## config.mk

```make
export PLATFORM = sky130hd
export DESIGN_NAME = fieldbus_job_sequencer
export DESIGN_NICKNAME = d
export VERILOG_FILES = /design/src/hdl/fieldbus_pkg.sv /design/src/hdl/tx_fifo.sv /design/src/hdl/fieldbus_job_sequencer.sv
export SDC_FILE = /design/constraint.sdc
export NUM_CORES = 1
export LEC_CHECK = 0
export ABC_AREA = 1
export BUFFER_PORTS_ARGS = -buffer_cell sky130_fd_sc_hd__clkbuf_2
export CAP_MARGIN = 20
export CORE_UTILIZATION = 30
export DETAILED_ROUTE_END_ITERATION = 8
export PLACE_DENSITY_LB_ADDON = 0.3
export SYNTH_ARGS = -nofsm -noshare
export SYNTH_HDL_FRONTEND = slang
export SYNTH_HIERARCHICAL = 1
export SYNTH_SLANG_ARGS = --single-unit
```

## constraint.sdc

```tcl
create_clock -name i_clk -period 10.77 [get_ports i_clk]
set_input_delay 1.077 -clock i_clk [delete_from_list [all_inputs] [get_ports i_clk]]
set_output_delay 1.077 -clock i_clk [all_outputs]
set_load 0.02 [all_outputs]
```

## src/hdl/fieldbus_pkg.sv

```systemverilog
// constants, memory map and state codes of the field bus job sequencer
// assumes a 100 MHz clock and a 32-bit sequencer port on the shared job memory
package fieldbus_pkg;
  localparam int CLK_NS       = 10;
  localparam int JOB16_NS     = 4000;
  localparam int JOB32_NS     = 6000;
  localparam int CYCLE_MIN_NS = 50000;
  localparam int CYCLE_MAX_NS = 1000000;

  // longest times round down to whole cycles
  localparam logic [9:0]  JOB16_CYC     = 10'(JOB16_NS / CLK_NS);
  localparam logic [9:0]  JOB32_CYC     = 10'(JOB32_NS / CLK_NS);
  localparam logic [16:0] CYCLE_MIN_CYC = 17'((CYCLE_MIN_NS + CLK_NS - 1) / CLK_NS);
  localparam logic [16:0] CYCLE_MAX_CYC = 17'(CYCLE_MAX_NS / CLK_NS);

  localparam logic [7:0] JOB_LAST = 8'hF9;

  localparam int MEM_AW = 10;
  localparam int MEM_DW = 32;
  localparam logic [9:0] JOB_BASE = 10'h000;
  localparam logic [9:0] OUT_BASE = 10'h100;
  localparam logic [9:0] IN_BASE  = 10'h200;

  // job table entry layout
  localparam int ENT_VALID_BIT = 31;
  localparam int ENT_WIDE_BIT  = 16;
  localparam int ENT_SLOT_LSB  = 8;
  localparam int ENT_NODE_LSB  = 0;

  localparam int LINK_W       = 16;
  localparam int TX_W         = 17;
  localparam int TX_ADDR_FLAG = 16;
  localparam int FIFO_DEPTH   = 8;

  typedef enum logic [7:0] {
    ST_IDLE   = 8'h01,
    ST_FETCH  = 8'h02,
    ST_DECODE = 8'h04,
    ST_LOAD   = 8'h08,
    ST_SEND   = 8'h10,
    ST_WAIT   = 8'h20,
    ST_STORE  = 8'h40,
    ST_NEXT   = 8'h80
  } seq_state_t;
endpackage

```

## src/hdl/tx_fifo.sv

```systemverilog
// flip-flop FIFO with valid/ready on both sides
// assumes both sides on one clock; full and empty come from an occupancy count
`timescale 1ns/10ps
module tx_fifo #(
  parameter int W     = 17,
  parameter int DEPTH = 8
) (
  input  wire logic         i_clk,
  input  wire logic         i_srst,
  input  wire logic         i_valid,
  output logic              o_ready,
  input  wire logic [W-1:0] i_data,
  output logic              o_valid,
  input  wire logic         i_ready,
  output logic [W-1:0]      o_data
);
  localparam int AW = $clog2(DEPTH);

  logic [W-1:0]  mem [DEPTH];
  logic [AW-1:0] wr_ptr;
  logic [AW-1:0] rd_ptr;
  logic [AW:0]   count;
  logic          push;
  logic          pop;

  assign o_ready = (count != (AW+1)'(DEPTH));
  assign o_valid = (count != '0);
  assign push    = i_valid && o_ready;
  assign pop     = o_valid && i_ready;
  assign o_data  = mem[rd_ptr];

  always_ff @(posedge i_clk) begin
    if (push) begin
      mem[wr_ptr] <= i_data;
    end
  end

  always_ff @(posedge i_clk) begin
    if (i_srst) begin
      wr_ptr <= '0;
      rd_ptr <= '0;
      count  <= '0;
    end else begin
      if (push) begin
        wr_ptr <= (wr_ptr == AW'(DEPTH - 1)) ? '0 : wr_ptr + 1'b1;
      end
      if (pop) begin
        rd_ptr <= (rd_ptr == AW'(DEPTH - 1)) ? '0 : rd_ptr + 1'b1;
      end
      count <= count + (AW+1)'(push) - (AW+1)'(pop);
    end
  end
endmodule

```

## src/hdl/fieldbus_job_sequencer.sv

```systemverilog
// job table sequencer of a field bus master: walks the table once per bus cycle
// assumes a true dual-port shared job memory with one cycle read latency, and
// ring transmit/receive logic on the same clock
// Functional notes
// - all bus traffic passes through the shared job memory port
// - memory holds job table plus per-slot outgoing and incoming words
// - several entries may name one node; no uniqueness is enforced
// - up to 250 entries, each sends one addressed telegram
// - table walk runs by itself once enabled, no host action
// - a 16-bit job completes within 4 us
// - a 32-bit job completes within 6 us
// - each valid entry before the first invalid one, up to entry 249, is serviced once per walk; a walk starts only at a cycle start while idle
// - bus cycle period is clamped to 0.05 .. 1 ms
// - master transmit feeds ring, replies arrive on receive, fixed timing
// - node address comes from the entry, not from ring position
`timescale 1ns/10ps
module fieldbus_job_sequencer #(
  parameter logic [16:0] CYCLE_MIN_CYC = fieldbus_pkg::CYCLE_MIN_CYC,
  parameter logic [16:0] CYCLE_MAX_CYC = fieldbus_pkg::CYCLE_MAX_CYC
) (
  input  wire logic        i_clk,
  input  wire logic        i_srst,
  input  wire logic        i_enable,
  input  wire logic [16:0] i_cycle_period,
  output logic [9:0]       o_mem_addr,
  output logic             o_mem_rd,
  output logic             o_mem_wr,
  output logic [31:0]      o_mem_wdata,
  input  wire logic [31:0] i_mem_rdata,
  output logic             o_tx_valid,
  output logic [16:0]      o_tx_data,
  input  wire logic        i_tx_ready,
  input  wire logic        i_rx_valid,
  input  wire logic [15:0] i_rx_data,
  output logic             o_cycle_start,
  output logic             o_busy,
  output logic             o_job_timeout,
  output logic             o_overrun,
  output logic [7:0]       o_job_index
);
  fieldbus_pkg::seq_state_t state;
  logic [16:0] cyc_cnt;
  logic [16:0] cur_period;
  logic [16:0] clamped;
  logic        tick;
  logic [7:0]  idx;
  logic [7:0]  node;
  logic [7:0]  slot;
  logic        wide;
  logic [31:0] out_word;
  logic [31:0] in_word;
  logic [1:0]  tx_cnt;
  logic        rx_cnt;
  logic [9:0]  timer;
  logic [9:0]  limit;
  logic        deadline;
  logic        fifo_ready;
  logic        push;
  logic [16:0] push_data;
  logic        last_tx;

  // period is taken only at a cycle boundary so a cycle never ends early
  always_comb begin
    clamped = i_cycle_period;
    if (i_cycle_period < CYCLE_MIN_CYC) begin
      clamped = CYCLE_MIN_CYC;
    end else if (i_cycle_period > CYCLE_MAX_CYC) begin
      clamped = CYCLE_MAX_CYC;
    end
  end

  always_ff @(posedge i_clk) begin
    if (i_srst) begin
      cyc_cnt    <= '0;
      cur_period <= CYCLE_MAX_CYC;
      tick       <= 1'b0;
    end else if (cyc_cnt == cur_period - 17'h00001) begin
      cyc_cnt    <= '0;
      cur_period <= clamped;
      tick       <= 1'b1;
    end else begin
      cyc_cnt <= cyc_cnt + 17'h00001;
      tick    <= 1'b0;
    end
  end

  assign o_cycle_start = tick;
  assign o_busy        = (state != fieldbus_pkg::ST_IDLE);
  assign o_job_index   = idx;

  assign limit    = wide ? fieldbus_pkg::JOB32_CYC : fieldbus_pkg::JOB16_CYC;
  assign deadline = (timer >= limit - 10'h002);

  always_comb begin
    push_data = {1'b0, out_word[15:0]};
    if (tx_cnt == 2'h0) begin
      push_data = {1'b1, 8'h00, node};
    end else if (tx_cnt == 2'h2) begin
      push_data = {1'b0, out_word[31:16]};
    end
  end
  assign push    = (state == fieldbus_pkg::ST_SEND) && !deadline;
  assign last_tx = (tx_cnt == (wide ? 2'h2 : 2'h1));

  // shared job memory port; the other port belongs to the host
  always_comb begin
    o_mem_rd    = 1'b0;
    o_mem_wr    = 1'b0;
    o_mem_addr  = fieldbus_pkg::JOB_BASE + {2'h0, idx};
    o_mem_wdata = in_word;
    unique case (state)
      fieldbus_pkg::ST_FETCH: begin
        o_mem_rd = 1'b1;
      end
      fieldbus_pkg::ST_DECODE: begin
        o_mem_rd   = i_mem_rdata[fieldbus_pkg::ENT_VALID_BIT];
        o_mem_addr = fieldbus_pkg::OUT_BASE +
                     {2'h0, i_mem_rdata[fieldbus_pkg::ENT_SLOT_LSB +: 8]};
      end
      fieldbus_pkg::ST_STORE: begin
        o_mem_wr   = 1'b1;
        o_mem_addr = fieldbus_pkg::IN_BASE + {2'h0, slot};
      end
      fieldbus_pkg::ST_IDLE, fieldbus_pkg::ST_LOAD, fieldbus_pkg::ST_SEND,
      fieldbus_pkg::ST_WAIT, fieldbus_pkg::ST_NEXT: begin
      end
    endcase
  end

  always_ff @(posedge i_clk) begin
    if (i_srst) begin
      state    <= fieldbus_pkg::ST_IDLE;
      idx      <= '0;
      node     <= '0;
      slot     <= '0;
      wide     <= 1'b0;
      out_word <= '0;
      in_word  <= '0;
      tx_cnt   <= '0;
      rx_cnt   <= 1'b0;
    end else begin
      unique case (state)
        fieldbus_pkg::ST_IDLE: begin
          if (tick && i_enable) begin
            idx   <= '0;
            state <= fieldbus_pkg::ST_FETCH;
          end
        end
        fieldbus_pkg::ST_FETCH: begin
          wide  <= 1'b0;
          state <= fieldbus_pkg::ST_DECODE;
        end
        fieldbus_pkg::ST_DECODE: begin
          // nodes may own several entries and appear in any order
          if (i_mem_rdata[fieldbus_pkg::ENT_VALID_BIT]) begin
            node  <= i_mem_rdata[fieldbus_pkg::ENT_NODE_LSB +: 8];
            slot  <= i_mem_rdata[fieldbus_pkg::ENT_SLOT_LSB +: 8];
            wide  <= i_mem_rdata[fieldbus_pkg::ENT_WIDE_BIT];
            state <= fieldbus_pkg::ST_LOAD;
          end else begin
            state <= fieldbus_pkg::ST_IDLE;
          end
        end
        fieldbus_pkg::ST_LOAD: begin
          out_word <= i_mem_rdata;
          in_word  <= '0;
          tx_cnt   <= '0;
          state    <= fieldbus_pkg::ST_SEND;
        end
        fieldbus_pkg::ST_SEND: begin
          // a truncated telegram lacks its data word; the job is then dropped
          if (deadline) begin
            state <= fieldbus_pkg::ST_NEXT;
          end else if (fifo_ready) begin
            tx_cnt <= tx_cnt + 2'h1;
            if (last_tx) begin
              rx_cnt <= 1'b0;
              state  <= fieldbus_pkg::ST_WAIT;
            end
          end
        end
        fieldbus_pkg::ST_WAIT: begin
          if (deadline) begin
            state <= fieldbus_pkg::ST_NEXT;
          end else if (i_rx_valid) begin
            rx_cnt <= 1'b1;
            if (rx_cnt) begin
              in_word[31:16] <= i_rx_data;
            end else begin
              in_word[15:0] <= i_rx_data;
            end
            if (rx_cnt || !wide) begin
              state <= fieldbus_pkg::ST_STORE;
            end
          end
        end
        fieldbus_pkg::ST_STORE: begin
          state <= fieldbus_pkg::ST_NEXT;
        end
        fieldbus_pkg::ST_NEXT: begin
          idx <= idx + 8'h01;
          if (idx == fieldbus_pkg::JOB_LAST) begin
            state <= fieldbus_pkg::ST_IDLE;
          end else begin
            state <= fieldbus_pkg::ST_FETCH;
          end
        end
      endcase
    end
  end

  // job timer restarts at every fetch
  always_ff @(posedge i_clk) begin
    if (i_srst) begin
      timer <= '0;
    end else if (state == fieldbus_pkg::ST_FETCH) begin
      timer <= 10'h001;
    end else if (state != fieldbus_pkg::ST_IDLE && timer != 10'h3FF) begin
      timer <= timer + 10'h001;
    end
  end

  // a cycle start during a walk is skipped rather than restarting the table
  always_ff @(posedge i_clk) begin
    if (i_srst) begin
      o_job_timeout <= 1'b0;
      o_overrun     <= 1'b0;
    end else begin
      o_job_timeout <= deadline && (state == fieldbus_pkg::ST_SEND ||
                                    state == fieldbus_pkg::ST_WAIT);
      o_overrun     <= tick && (state != fieldbus_pkg::ST_IDLE);
    end
  end

  tx_fifo #(
    .W     (fieldbus_pkg::TX_W),
    .DEPTH (fieldbus_pkg::FIFO_DEPTH)
  ) u_tx_fifo (
    .i_clk   (i_clk),
    .i_srst  (i_srst),
    .i_valid (push),
    .o_ready (fifo_ready),
    .i_data  (push_data),
    .o_valid (o_tx_valid),
    .i_ready (i_tx_ready),
    .o_data  (o_tx_data)
  );

  // helper: length of the last bus cycle
  logic [16:0] gap;
  logic        seen;
  always_ff @(posedge i_clk) begin
    if (i_srst) begin
      gap  <= '0;
      seen <= 1'b0;
    end else begin
      gap  <= tick ? 17'h00001 : gap + 17'h00001;
      seen <= seen | tick;
    end
  end
endmodule

```

==> results of run 1 <==
[state kept, by name, indices dropped and copies added (netlist names), 2 cells and up, named ones only]
signal	count
tx_cnt	2
out_word	32
cyc_cnt	17
state	8
u_tx_fifo/rd_ptr	3
cur_period	17
u_tx_fifo/mem	136
u_tx_fifo/wr_ptr	3
slot	8
o_mem_wdata	32
u_tx_fifo/count	4
timer	10
node	8
o_job_index	8
[cells by family (layout without fill, tap and decap cells)]
group	Yosys count	in the layout	synth area share, %
compound gates	187	187	6.90
xor+xnor	37	37	2.29
fa+ha+maj	24	24	2.18
buf+inv	344	501	9.91
flops	296	296	51.5
other cells	0	3	0
simple gates	893	893	27.2
[worst min path at each step]
stage | to | slack, ps
3_3_place_gp | o_mem_wdata[29] | 440
5_1_grt | o_mem_wdata[26] | 470
2_1_floorplan | cyc_cnt[0] | 440
6_report | o_mem_wdata[16] | 450
3_5_place_dp | o_mem_wdata[16] | 440
4_1_cts | o_mem_wdata[16] | 450
[cells in the mapped netlist (8+ instances only)]
| master | instances | area, µm² |
|---|---|---|
| nor2_2 | 16 | 100 |
| o211ai_1 | 8 | 60.1 |
| a21oi_1 | 67 | 335 |
| dfxtp_1 | 160 | 3200 |
| buf_2 | 21 | 105 |
| edfxtp_1 | 136 | 4080 |
| clkbuf_1 | 25 | 93.8 |
| nand3_1 | 125 | 626 |
| nand3b_1 | 11 | 82.6 |
| xnor2_1 | 18 | 158 |
| o21ai_0 | 105 | 526 |
| nand4_1 | 30 | 188 |
| inv_1 | 272 | 1020 |
| xor2_1 | 19 | 166 |
| ha_1 | 23 | 288 |
| nor2_1 | 254 | 953 |
| nand2_1 | 411 | 1540 |
| nor3_1 | 20 | 100 |
[layer usage]
metal  vias to the layer above  GRT usage [%]
met4                         2           4.12
met1                      5354           20.3
met5                         -              0
met3                        50           2.84
li1                       5916              -
met2                       215           25.8
[worst max-delay path, stage by stage, from the launching register on]
cell and delay, ps:
dfxtp_2 310, buf_4 550, inv_2 350, buf_12 290, nand2_1 80, nand3_1 70, nand2_1 90, nand2_1 50
nand2_1 140, clkbuf_2 190
[layout make-up]
class	count	area share, %
multi-input cells	1141	33.2
repair buffers	161	5.22
well taps	607	4.59
inverters	280	6.35
flip-flops and latches	296	44.1
clock inverters	13	0.386
clock buffers	47	6.13
diodes	3	0.0454
[metrics by stage]
step                      hold WS [ps]  std cells  cell area [µm²]  util, %
after floorplan                    436       1781            14100        -
after global placement             436       2484            15400     33.2
after detailed placement           442       2484            15400     33.2
after CTS                          451       2544            16500     35.5
after global routing               474       2546            16500     35.5
final                              448       2548            16500     35.5
[power by group through the flow]
| stage | logic (mW) | clock network (mW) | registers, mW |
|---|---|---|---|
| final | 0.488 | 1.11 | 1.19 |
| after global routing | 0.554 | 1.18 | 1.19 |
| after CTS | 0.496 | 1.14 | 1.19 |
| after detailed placement | 0.493 | 0 | 1.22 |
| after global placement | 0.484 | 0 | 1.22 |
| after floorplan | 0.355 | 0 | 1.21 |
==> impl_metrics.json, run 1 <==
{
  "grt_max_degree": 70,
  "timing.reg2reg.worst_path_depth": 13,
  "numCtsBuffers": 34,
  "clk_pin_slew_worst_paths_ps": 60,
  "finalWeightedCongestion": 0.838,
  "p_total_mw": 2.79,
  "drive_gt1_share_pct": 13.5,
  "area_delta_synth_final_pct": 17.0,
  "cts_tree": "done",
  "yosysUniqueCellTypes": 43,
  "wl_met3_mm": 1.71,
  "max_freq_ghz": 0.266,
  "seq_power_share_pct": 42.8,
  "swShare_pct": 28.7,
  "maxCapViolCount": 0,
  "tightestPinTransition_ps": 1000,
  "ys_seq_area_share_pct": 51.5,
  "finalWorstSetupSlack_ps": 7020,
  "combPwrFrac_pct": 17.5,
  "first_iter_violations": 610,
  "finalCritPeriodShare_pct": 34.8,
  "fill_cells": 4820,
  "multi_input_area_um2": 5500,
  "cp.required_ps": 9690,
  "layout_commonest_cell": "nand2_1",
  "worstSetupPathType": "reg -> out",
  "period_needed_ps": 3750,
  "highest_layer": "met5",
  "ys_warn_count": 6,
  "leakagePower_nw": 7.45,
  "antenna_found_initial": 4,
  "critPathCapture": "o_tx_data[14]",
  "cp-end-kind": "output pin",
  "clockBufferDepth": 3,
  "wl_per_cell_um": 14.3,
  "via_per_inst": 4.53,
  "globalRouteTotalUtil_pct": 15.4,
  "cts_setup_buffers": 0,
  "h-tree-depth": 2,
  "postRouteAntennaNets": 0,
  "min_from": "o_mem_wdata[16]",
  "ctsHoldBuffers": 0,
  "die_area_um2": 48000,
  "syn_area_per_cell_um2": 7.94,
  "port_buffers": 143,
  "r2r_slack_ps": 7510,
  "finalSetupTns_ps": 0,
  "cts_sinks": 296,
  "vias": 11500,
  "min_path_cells": 2,
  "pwr-share-clk_pct": 39.7,
  "initial_core_util_pct": 30.4,
  "p_sw_mw": 0.799,
  "synth-seq-cells": 296,
  "clock_skew_ps": 15.4,
  "peakVddDrop_mv": 0.0952,
  "nNetsFinal": 2008,
  "rr_endpoint": "u_tx_fifo/count[1]",
  "layout_common_cells": "nand2_1 (411), inv_1 (272), nor2_1 (254)",
  "root_buffer": "clkbuf_16",
  "rsz0062_at_grt": "false",
  "crit-reg2reg-launch": "wide",
  "finalMaxSlewViolations": 0,
  "clk_latency_ps": 520,
  "finalSetupViolCount": 0,
  "regArea_um2": 7290,
  "fp.dieW_um": 219,
  "die_y_um": 219,
  "core_area_um2": 46600,
  "grt_overflow_total": 0,
  "timing.max_slew.rel_slack_pct": 33.0,
  "dr.pass1.iters": 6,
  "async_flop_share_pct": 0,
  "p_int_mw": 1.99,
  "critPathArrivalTime_ps": 2680,
  "dp_worst_setup_slack_ps": 7350,
  "status": "complete, no violations",
  "num_rows": 79,
  "power.density_nw_per_um2": 168,
  "grt_pass1_vias": 11200,
  "post-route-drc-count": 0,
  "worstPathMaxFanout": 69,
  "syn_inst": 1781,
  "met1_length_mm": 17.1,
  "dp_hpwl_mm": 25.0,
  "routed_wl_mm": 36.4,
  "worstSetupStartpointType": "register",
  "syn_area_um2": 14100,
  "met2_length_mm": 16.9,
  "synth_edf_count": 136,
  "syn-num-nets": 1875,
  "io_pins": 144,
  "ctsResizeCount": 0,
  "min_path_type": "reg -> reg",
  "grt_pass1_wl_mm": 58.9,
  "synthFlopType": "dfxtp_1",
  "finalHoldViolCount": 0
}
Power figures use the tool's default switching activity.
==> run 2: changes to the inputs <==
==> constraint.sdc (replaced) <==
create_clock -name i_clk -period 3.8 [get_ports i_clk]
set_input_delay 0.38 -clock i_clk [delete_from_list [all_inputs] [get_ports i_clk]]
set_output_delay 0.38 -clock i_clk [all_outputs]
set_load 0.02 [all_outputs]
==> run 2 against run 1 <==
  * Sequential cell count unchanged
  * Critical path depth down 1
  * First-iteration DRC count up 29%
  * Combinational power rose to 2.9 times the previous value
  * Count of clock-buffer cells in the layout up 8
  * Cell area up 0.31%
  * Critical path type unchanged
==> impl_metrics.json, run 2 (synthesis gave the netlist of run 1 again) <==
{
  "dp_worst_setup_slack_ps": 697,
  "finalWeightedCongestion": 0.867,
  "r2r_slack_ps": 720,
  "leakagePower_nw": 7.47,
  "ctsResizeCount": 0,
  "grt_max_degree": 83,
  "dr.pass1.iters": 5,
  "finalMaxSlewViolations": 0,
  "initial_core_util_pct": 30.4,
  "dp_hpwl_mm": 26.3,
  "num_rows": 79,
  "first_iter_violations": 785,
  "min_path_cells": 3,
  "cp_common_cell": "nand2_1",
  "whs_endpoint": "out_word[20]",
  "status": "complete, no violations",
  "clockBufferDepth": 3,
  "grt_pass1_wl_mm": 59.5,
  "tightestPinTransition_ps": 943,
  "vias": 11600,
  "finalCritPeriodShare_pct": 83.7,
  "critPathArrivalTime_ps": 2800,
  "finalInstanceArea_um2": 16600,
  "cp-end-kind": "output pin",
  "cp.required_ps": 3420,
  "timing.reg2reg.worst_path_depth": 13,
  "cts_tree": "done",
  "via_per_inst": 4.57,
  "finalSetupTns_ps": 0,
  "dpl_cell_area_um2": 15500,
  "numCtsBuffers": 34,
  "finalHoldViolCount": 0,
  "power.density_nw_per_um2": 485,
  "worstSetupPathType": "reg -> out",
  "antenna_found_initial": 2,
  "rsz0062_at_grt": "false",
  "hold_ws_ps": 128,
  "routed_wl_mm": 36.8,
  "path_cells": "nor2_1, inv_1, nor2_2, nand4_1, clkinv_1, nand2_1, nand2_1, clkbuf_2",
  "cp-startpoint": "state[4]",
  "peakVddDrop_mv": 0.245,
  "finalSetupViolCount": 0,
  "core_area_um2": 46600,
  "clk_pin_slew_worst_paths_ps": 60,
  "post-route-util_pct": 35.6,
  "area_delta_synth_final_pct": 17.3,
  "h-tree-depth": 2,
  "max_freq_ghz": 0.314,
  "cp_slowest_cell": "nand2_1",
  "cts_setup_buffers": 0,
  "post-route-drc-count": 0,
  "wl_per_cell_um": 14.5,
  "die_area_um2": 48000,
  "io_pins": 144,
  "finalWorstSetupSlack_ps": 619,
  "largest_register_ff_count": 136,
  "crit-reg2reg-launch": "wide",
  "layout_common_cells": "nand2_1 (411), inv_1 (272), nor2_1 (254)",
  "port_buffers": 143,
  "globalRouteTotalUtil_pct": 15.6,
  "min_from": "i_mem_rdata[20]",
  "grt_overflow_total": 0,
  "p_total_mw": 8.05,
  "min_path_type": "in -> reg",
  "worstPathMaxFanout": 21,
  "fp.dieW_um": 219,
  "largest_register": "u_tx_fifo/mem",
  "placed_cells": 2487,
  "cts_sinks": 296,
  "clk_latency_ps": 520,
  "postRouteAntennaNets": 0,
  "die_y_um": 219,
  "maxCapViolCount": 0,
  "nNetsFinal": 2010,
  "drive_gt1_share_pct": 13.5,
  "timing.max_slew.rel_slack_pct": 37.0,
  "clock_skew_ps": 17.3,
  "layout_commonest_cell": "nand2_1",
  "root_buffer": "clkbuf_16",
  "critPathMaxStageDelay_ps": 520,
  "worstSetupStartpointType": "register",
  "rr_endpoint": "u_tx_fifo/count[1]",
  "ctsHoldBuffers": 0,
  "final_cells": 2547,
  "period_needed_ps": 3180,
  "grt_pass1_vias": 11000
}
run 2: cell count changes in the layout (fill, tap and decap cells not counted):
cell / delta
buf_4: +2
bufinv_16: +1
clkbuf_1: +5
clkbuf_8: +3
clkinv_1: -4
clkinv_2: -5
clkinv_4: -1
diode_2: -2
run 2: metal layers:
metal | part of all wire [%] | routed length [µm] | vias up | GRT usage [%]
met5 | 0 | 0 | - | 0
met1 | 47 | 17300 | 5404 | 21.0
met2 | 46 | 17000 | 251 | 25.4
li1 | - | - | 5923 | -
met4 | 2.0 | 735 | 0 | 4.38
met3 | 5.0 | 1860 | 53 | 2.81
run 2: worst max-delay path, delay by kind of cell (launching register included):
kind,cells,cell delay [ps]
simple gates,5,1370
buf+inv,3,560
flops,1,360
run 2: worst max-delay path by stage:
| stage | cells after the start | slack (ps) | endpoint |
|---|---|---|---|
| after floorplan | 10 | 420 | u_tx_fifo/mem[6][0] |
| after global placement | 13 | 780 | u_tx_fifo/count[1] |
| after detailed placement | 13 | 700 | u_tx_fifo/count[1] |
| after CTS | 8 | 660 | o_mem_rd |
| after global routing | 8 | 430 | o_mem_rd |
| final | 8 | 620 | o_mem_rd |
run 2: layout make-up:
| cell class | instances | area [µm²] |
|---|---|---|
| clock inverters | 4 | 45.0 |
| clock buffers | 55 | 1070 |
| diodes | 1 | 2.50 |
| flip-flops and latches | 296 | 7290 |
| repair buffers | 163 | 878 |
| inverters | 280 | 1050 |
| well taps | 607 | 759 |
| multi-input cells | 1141 | 5500 |
| fillers | 4820 | 30000 |
run 2: report_power, final:
part / switching (mW) / leakage [nW] / internal [mW] / total [mW]
Clock: 1.26 / 0.551 / 1.99 / 3.26
Sequential: 0.0297 / 2.48 / 3.35 / 3.38
Combinational: 0.995 / 4.44 / 0.421 / 1.42
Total: 2.29 / 7.47 / 5.77 / 8.05
